==> src/rtl/lmm_exec_pkg.sv <==
// constants for the literal/move/multiply execution block
// assumes one 16-bit instruction word handed over per four-phase cycle
package lmm_exec_pkg;
  localparam logic [7:0] OP_LOAD_WORKING = 8'h0e;
  localparam logic [7:0] OP_MULTIPLY = 8'h0d;
  localparam logic [7:0] OP_LOAD_BANK = 8'h01;
  localparam logic [1:0] OP_LOAD_BANK_TOP = 2'h0;
  localparam logic [6:0] OP_STORE_TOP = 7'h37;
  localparam logic [7:0] INDEXED_LIMIT = 8'h5f;
  localparam logic [7:0] ACCESS_SPLIT = 8'h60;
  localparam logic [3:0] ACCESS_LOW_BANK = 4'h0;
  localparam logic [3:0] ACCESS_HIGH_BANK = 4'h4;
  localparam logic [7:0] RESET_BYTE = 8'h00;
  localparam int BANK_LITERAL_BITS = 6;
  typedef enum logic [1:0] {
    MODE_ACCESS,
    MODE_BANKED,
    MODE_INDEXED
  } addr_mode_t;
  typedef enum logic [1:0] {
    PH_DECODE,
    PH_READ,
    PH_PROCESS,
    PH_WRITE
  } phase_t;
endpackage

==> src/rtl/literal_move_multiply_exec.sv <==
// execution of literal loads, store of working reg and literal multiply
// assumes decode stage holds instr_i stable while instr_valid_i is high in the decode phase;
// the register file takes file_we_o with file_addr_o and file_data_o; fsr2 supplied by the core
// Function
// - load literal into working register, flags untouched
// - store working register to file, flags untouched
// - access bit clear: address in access bank
// - access bit set: bank select chooses bank
// - extended set, access bit clear, low address: indexed offset mode
// - multiply literal: unsigned working times literal
// - product is full sixteen bits
// - high byte high, low byte low, working kept
// - multiply changes no status flag
// - bank load: six bits, top two zero
module literal_move_multiply_exec
  import lmm_exec_pkg::*;
(
  input wire logic clk_sys_i,
  input wire logic rst_n_i,
  input wire logic instr_valid_i,
  input wire logic [15:0] instr_i,
  input wire logic ext_set_en_i,
  input wire logic [13:0] index_base_i,
  output logic [7:0] working_o,
  output logic [7:0] bank_select_reg_o,
  output logic [7:0] product_high_o,
  output logic [7:0] product_low_o,
  output logic file_we_o,
  output logic [13:0] file_addr_o,
  output logic [7:0] file_data_o,
  output logic [1:0] phase_o,
  output logic [1:0] addr_mode_o,
  output logic busy_o
);

  typedef enum logic [2:0] {
    K_NONE,
    K_LOAD_WORKING,
    K_LOAD_BANK,
    K_STORE,
    K_MULTIPLY
  } kind_t;

  function automatic kind_t decode_kind(input logic [15:0] w);
    kind_t k;
    k = K_NONE;
    if (w[15:8] == OP_LOAD_WORKING) k = K_LOAD_WORKING;
    else if (w[15:8] == OP_MULTIPLY) k = K_MULTIPLY;
    else if (w[15:8] == OP_LOAD_BANK && w[7:6] == OP_LOAD_BANK_TOP) k = K_LOAD_BANK;
    else if (w[15:9] == OP_STORE_TOP) k = K_STORE;
    return k;
  endfunction

  phase_t phase_q, phase_d;
  kind_t kind_q, kind_d;
  logic [7:0] lit_q, lit_d;
  logic acc_q, acc_d;
  logic [7:0] opnd_q, opnd_d;
  logic [15:0] prod_q, prod_d;
  addr_mode_t mode_q, mode_d;
  logic [13:0] addr_q, addr_d;
  logic [7:0] working_q, working_d;
  logic [7:0] bank_q, bank_d;
  logic [7:0] prod_hi_q, prod_hi_d;
  logic [7:0] prod_lo_q, prod_lo_d;
  logic we_q, we_d;
  logic [7:0] wdata_q, wdata_d;
  logic busy_q, busy_d;

  always_comb begin
    phase_d = phase_q;
    kind_d = kind_q;
    lit_d = lit_q;
    acc_d = acc_q;
    opnd_d = opnd_q;
    prod_d = prod_q;
    mode_d = mode_q;
    addr_d = addr_q;
    working_d = working_q;
    bank_d = bank_q;
    prod_hi_d = prod_hi_q;
    prod_lo_d = prod_lo_q;
    we_d = 1'b0;
    wdata_d = wdata_q;
    busy_d = busy_q;
    case (phase_q)
      PH_DECODE: begin
        if (instr_valid_i) begin
          kind_d = decode_kind(instr_i);
          lit_d = instr_i[7:0];
          acc_d = instr_i[8];
          busy_d = 1'b1;
        end else begin
          kind_d = K_NONE;
          busy_d = 1'b0;
        end
        phase_d = PH_READ;
      end
      PH_READ: begin
        // store reads the working reg, the rest read their literal
        opnd_d = (kind_q == K_STORE) ? working_q : lit_q;
        phase_d = PH_PROCESS;
      end
      PH_PROCESS: begin
        // widen both factors first so no lint tool sees an 8-bit product
        prod_d = 16'(working_q) * 16'(opnd_q);
        if (acc_q) begin
          mode_d = MODE_BANKED;
          addr_d = {bank_q[5:0], lit_q};
        end else if (ext_set_en_i && lit_q <= INDEXED_LIMIT) begin
          mode_d = MODE_INDEXED;
          addr_d = index_base_i + {6'h00, lit_q};
        end else begin
          mode_d = MODE_ACCESS;
          // low part of the access bank maps to bank 0, the rest to the sfr area
          addr_d = (lit_q < ACCESS_SPLIT) ? {2'h0, ACCESS_LOW_BANK, lit_q}
                                          : {2'h0, ACCESS_HIGH_BANK, lit_q};
        end
        phase_d = PH_WRITE;
      end
      PH_WRITE: begin
        case (kind_q)
          K_LOAD_WORKING: working_d = lit_q;
          K_LOAD_BANK: bank_d = {2'h0, lit_q[BANK_LITERAL_BITS-1:0]};
          K_STORE: begin
            we_d = 1'b1;
            wdata_d = opnd_q;
          end
          K_MULTIPLY: begin
            // working reg left alone, no flag output exists at all
            prod_hi_d = prod_q[15:8];
            prod_lo_d = prod_q[7:0];
          end
          default: ;
        endcase
        phase_d = PH_DECODE;
      end
      default: phase_d = PH_DECODE;
    endcase
  end

  always_ff @(posedge clk_sys_i or negedge rst_n_i) begin
    if (!rst_n_i) begin
      phase_q <= PH_DECODE;
      kind_q <= K_NONE;
      lit_q <= RESET_BYTE;
      acc_q <= 1'b0;
      opnd_q <= RESET_BYTE;
      prod_q <= 16'h0000;
      mode_q <= MODE_ACCESS;
      addr_q <= 14'h0000;
      working_q <= RESET_BYTE;
      bank_q <= RESET_BYTE;
      prod_hi_q <= RESET_BYTE;
      prod_lo_q <= RESET_BYTE;
      we_q <= 1'b0;
      wdata_q <= RESET_BYTE;
      busy_q <= 1'b0;
    end else begin
      phase_q <= phase_d;
      kind_q <= kind_d;
      lit_q <= lit_d;
      acc_q <= acc_d;
      opnd_q <= opnd_d;
      prod_q <= prod_d;
      mode_q <= mode_d;
      addr_q <= addr_d;
      working_q <= working_d;
      bank_q <= bank_d;
      prod_hi_q <= prod_hi_d;
      prod_lo_q <= prod_lo_d;
      we_q <= we_d;
      wdata_q <= wdata_d;
      busy_q <= busy_d;
    end
  end

  assign working_o = working_q;
  assign bank_select_reg_o = bank_q;
  assign product_high_o = prod_hi_q;
  assign product_low_o = prod_lo_q;
  assign file_we_o = we_q;
  assign file_addr_o = addr_q;
  assign file_data_o = wdata_q;
  assign phase_o = phase_q;
  assign addr_mode_o = mode_q;
  assign busy_o = busy_q;
endmodule // literal_move_multiply_exec

==> config.mk <==
export PLATFORM = sky130hd
export DESIGN_NAME = literal_move_multiply_exec
export DESIGN_NICKNAME = d
export VERILOG_FILES = /design/src/rtl/lmm_exec_pkg.sv /design/src/rtl/literal_move_multiply_exec.sv
export SDC_FILE = /design/constraint.sdc
export NUM_CORES = 1
export LEC_CHECK = 0
export BUFFER_PORTS_ARGS = -buffer_cell sky130_fd_sc_hd__buf_2
export CORE_MARGIN = 2
export CORE_UTILIZATION = 39
export DETAILED_ROUTE_END_ITERATION = 8
export PLACE_DENSITY = 0.63
export SLEW_MARGIN = 25
export SYNTH_ARGS = -nofsm -noshare
export SYNTH_HDL_FRONTEND = slang
export SYNTH_SLANG_ARGS = --single-unit
==> constraint.sdc <==
create_clock -name clk_sys_i -period 4.4 [get_ports clk_sys_i]
set_input_delay 0.88 -clock clk_sys_i [delete_from_list [all_inputs] [get_ports clk_sys_i]]
set_output_delay 0.88 -clock clk_sys_i [all_outputs]
set_load 0.01 [all_outputs]
Word-level counts from Yosys, hierarchy flattened
Cells that the tools add are included.
{ "totals": {"register_bits": 94, "input_bits": 34, "out_inout_bits": 60, "elab_cells": 54} }
{ "op_classes": {"n_addsub": 1, "n_mul": 1, "magnitude_cmp": 2, "eq_ne": 11, "n_mux": 15, "reduce_logical": 9} }
{ "op_table": {"columns": ["cell", "count"], "rows": [
  ["2-to-1 mux 14 bit", 2],
  ["== test 8 x 4 -> 1 bit (second input constant)", 2],
  ["multiplier 8 x 8 -> 16 bit", 1],
  ["adder 14 x 8 -> 14 bit", 1],
  ["2-to-1 mux 11 bit", 1],
  ["AND reduction 2 bit", 5],
  ["2-to-1 mux 3 bit", 3],
  ["== test 8 x 1 -> 1 bit (second input constant)", 1],
  ["less-or-equal comparator 8 x 7 -> 1 bit (second input constant)", 1],
  ["less-than comparator 8 x 7 -> 1 bit (second input constant)", 1],
  ["2-to-1 mux 2 bit", 4],
  ["2-to-1 mux 8 bit", 1],
  ["one-hot mux 2 bit (4 select lines)", 1],
  ["== test 7 x 6 -> 1 bit (second input constant)", 1],
  ["== test 3 x 2 -> 1 bit (second input constant)", 2],
  ["== test 2 bit (second input constant)", 2],
  ["logical NOT 2 bit", 2],
  ["== test 3 x 1 -> 1 bit (second input constant)", 1],
  ["== test 3 bit (second input constant)", 1],
  ["2-to-1 mux 1 bit", 3],
  ["== test 2 x 1 -> 1 bit (second input constant)", 1],
  ["logical AND 1 bit", 2]
]} }

Longest topological paths before layout
{ "logic_depth": {"ltp_word": 6, "depth_mapped": 18, "mapped_depth_nobuf": 16} }

Worst setup path before layout
No wires, ideal clock.
{ "synth_path": {"path_type": "reg-to-reg", "start": "register working_q[2], in the netlist working_o[2]", "end": "register prod_q[14]", "setup_ps": 125, "t_arrival_ps": 4250, "t_required_ps": 4275, "slack_ps": 25, "stages_incl_launch_ff": 17, "path_buffers": 2, "synth_period_minus_slack_ps": 4375, "cell_sequence": "dfrtp_1 -> clkbuf_1 -> and2_1 -> fa_1 -> fa_1 -> fa_1 -> inv_1 -> fa_1 -> inv_1 -> ha_1 -> buf_6 -> a21oi_4 -> o21ai_2 -> a21o_1 -> a211oi_2 -> xnor2_1 -> mux2_4"} }
{ "synth_between": {"elab_chain_cells": 1} }
{ "synth_lines": {"columns": ["element", "line", "text"], "rows": [
  ["start: declaration", "literal_move_multiply_exec.sv:62", "logic [7:0] working_q, working_d;"],
  ["start signal: assignment", "literal_move_multiply_exec.sv:168", "working_q <= working_d;"],
  ["multiplier 8 x 8 -> 16 bit", "literal_move_multiply_exec.sv:106", "prod_d = 16'(working_q) * 16'(opnd_q);"],
  ["end signal: assignment", "literal_move_multiply_exec.sv:165", "prod_q <= prod_d;"],
  ["end: declaration", "literal_move_multiply_exec.sv:59", "logic [15:0] prod_q, prod_d;"]
]} }
Every way passes these cells.
A chain may end at the register's enable or synchronous reset.

Final worst setup path
{ "layout_path": {"start": "register working_q[5], in the netlist working_o[5]", "end": "register prod_q[11]"} }
The elaborated chain is that of the path after synthesis.

==> metrics.yaml <==
crit_end: "prod_q[11]"
clock_sinks: 94
r2r_setup_slack_ps: 160
final_layout_size_suffix_gt1_share_pct: 32.2
cts_made_buffers: 9
dieArea_mm2: 0.0175
power.density_mw_per_mm2: 274
finalPower_w: 0.00212
syn_to_final_growth_pct: 20.1
ir_drop_mv: 0.168
p_int_w: 0.00153
worst_slack_ps: 160
synth_flop_cell: "dfrtp_1"
required_ps: 4640
drt-pass1-iter-count: 4
nFillCells: 1551
slew_headroom_pct: 34.5
yosysWarnings: 0
wl_um: 15200
postPlaceCellArea_mm2: 0.00722
setup_viol: 0
cp_data_arrival_time_ps: 4480
start_util_pct: 40.2
die-width_um: 132
clock-root-buffer: "clkbuf_16"
diodes: 0
grt_pass1_vias: 5057
drtAntennaViolNets: 0
whs_ps: 473
r2r_end: "prod_q[11]"
nets: 855
tightest_slew_ps: 983
synth.distinct_cells: 59
cts-hold-fix-buffers: 0
worstReg2RegStart: "working_o[5]"
grt_first_pass_wirelength_um: 25400
fin_area_mm2: 0.00773
hold_path_class: "flip-flop to flip-flop"
portBuffers: 91
core_mm2: 0.0160
syn_inst: 623
status: "completed"
r2r_cells: 15
synth_area_per_cell_um2: 10.3
cts_buffer_depth: 2
viasPerCell: 5.07
cts_tree: "yes"
fmax_mhz: 236
synth-edff-count: 0
drc: 0
post-route-period-util_pct: 96.4
wl_per_cell_um: 15.9
path_class: "flip-flop to flip-flop"
async_flop_share_pct: 100
overflow: 0
place.gp.congestion: 0.858
startpoint: "working_o[5]"
grt_start_max_net_pins: 68
dpl.hpwl_um: 11300
drv_cap: 0
cellLeakagePower_nw: 4.08
clk_pin_slew_worst_paths_ps: 70
combPwrFrac_pct: 15.9
fin_util_pct: 48.3
insertion_delay_ps: 350
first_iter_violations: 275
power.switching_w: 0.000589
num_vias: 4843
synth-seq-area-share_pct: 36.5
min_period_ps: 4240
netlist_area_mm2: 0.00644
ys_ff_latch: 94
grt_usage_pct: 18.1
crit_fanout: 4
critPathCaptureType: "flip-flop"
seq_power_share_pct: 45.7
antenna_found_initial: 0
switching_share_pct: 27.8
finalHoldViolCount: 0
ioPinCount: 94
die_h_um: 132
cts-htree-levels: 3
cp-start-kind: "flip-flop"
num_rows: 46
final_max_slew_viol_count: 0
skew_ps: 7.67
post-place-ws_ps: 1.09
clkPwrFrac_pct: 38.4
[logic make-up (layout without fill, tap and decap cells)]
| kind of cell | after synthesis | count (layout) | synth area share, % |
|---|---|---|---|
| mux | 62 | 62 | 10.7 |
| compound gates | 87 | 87 | 9.45 |
| flops | 94 | 94 | 36.5 |
| buf+inv | 96 | 212 | 5.89 |
| xor+xnor | 21 | 21 | 2.86 |
| simple gates | 176 | 176 | 13.5 |
| other cells | 1 | 2 | 0.0583 |
| fa+ha+maj | 86 | 86 | 21.0 |
[metrics by stage]
stage	setup TNS, ps	std cells
floorplan	0	624
global placement	0	923
detailed placement	0	923
CTS	0	939
global route	-138	956
finish	0	956
[cell usage in the layout, fill, tap and decap left out, types with 3 or more instances in the layout]
cell type,Yosys,routed
a31oi_1,5,5
ha_1,49,44
nand2b_1,5,5
mux2_2,51,51
a21o_1,6,6
clkbuf_16,0,9
buf_2,2,90
dfrtp_1,94,82
mux2i_1,10,10
clkbuf_2,1,3
a21oi_1,25,23
fa_1,37,36
and2_1,47,46
xnor2_1,12,12
nor3_1,3,3
a21oi_4,2,3
nand2_1,68,67
buf_4,2,39
inv_1,62,60
nand3_1,8,8
nor2_1,27,27
o221ai_1,3,3
dfrtp_2,0,12
o21ai_1,4,4
o21ai_0,16,16
and3_1,3,3
xor2_1,9,9
ha_2,0,4
nand4_1,4,4
[registers in the layout, indices dropped and copies added, names as in the netlist]
register,count
busy_o,1
bank_select_reg_o,6
opnd_q,8
prod_q,16
file_we_o,1
kind_q,3
lit_q,8
file_data_o,8
addr_mode_o,2
working_o,8
phase_o,2
file_addr_o,14
product_low_o,8
product_high_o,8
acc_q,1
[how the worst min path moves through the flow]
stage / startpoint / to / slack (ps) / depth (start not counted)
after floorplan: prod_q[10] / prod_q[10] / 450 / 2
after global placement: file_data_o[5] / file_data_o[5] / 460 / 2
after detailed placement: file_data_o[5] / file_data_o[5] / 460 / 2
after CTS: file_data_o[5] / file_data_o[5] / 480 / 2
after global routing: file_data_o[0] / file_data_o[0] / 500 / 2
final: file_data_o[5] / file_data_o[5] / 470 / 2
[critical path, cell delays in order, from the launching register on]
cell	delay [ps]
dfrtp_2	430
buf_4	150
and2_1	140
fa_1	520
fa_1	450
fa_1	550
inv_1	60
fa_1	530
inv_1	50
ha_2	310
o211ai_1	90
a21oi_1	250
a211oi_4	70
o21bai_1	180
xor2_1	80
mux2_2	260
[power groups by stage]
stage          clock [W]  sequential (W)  combinational, W
6_report        0.000813        0.000969          0.000338
5_1_grt         0.000868        0.000975          0.000382
4_1_cts         0.000843        0.000970          0.000316
3_5_place_dp           0        0.000986          0.000314
3_3_place_gp           0        0.000984          0.000307
2_1_floorplan          0        0.000960          0.000207
[repair_timing]
action,CTS,global route
pin swaps,0,16
setup endpoints to repair,2,8
endpoints found under the hold margin,0,0
buffers inserted,0,17
resized for setup,2,24
[layout make-up]
class                           instances  area, um2  area share [%]
Sequential cell                        94       2370            30.6
Clock inverter                          5       66.3           0.858
Tap cell                              216        270            3.50
Multi-Input combinational cell        434       3770            48.8
Clock buffer                           11        243            3.14
Inverter                               63        236            3.06
Timing Repair Buffer                  133        778            10.1
[cells in the mapped netlist (all sizes together) (12+ instances only)]
master   n  share of area, %
xnor2   12               1.6
o21ai   21               1.7
nand2   68               4.0
nor2    27               1.6
dfrtp   94                37
ha      49               9.5
a21oi   28               2.6
inv     62               3.6
fa      37                12
clkbuf  26               1.5
and2    47               4.6
mux2    52               9.2
[routing by layer]
layer	vias to the layer above	GRT usage (%)	routed length [um]
li1	2283	-	-
met3	12	4.67	1020
met5	-	0	0
met2	133	29.5	7240
met4	0	5.08	182
met1	2415	23.8	6730
Power figures use the tool's default switching activity.
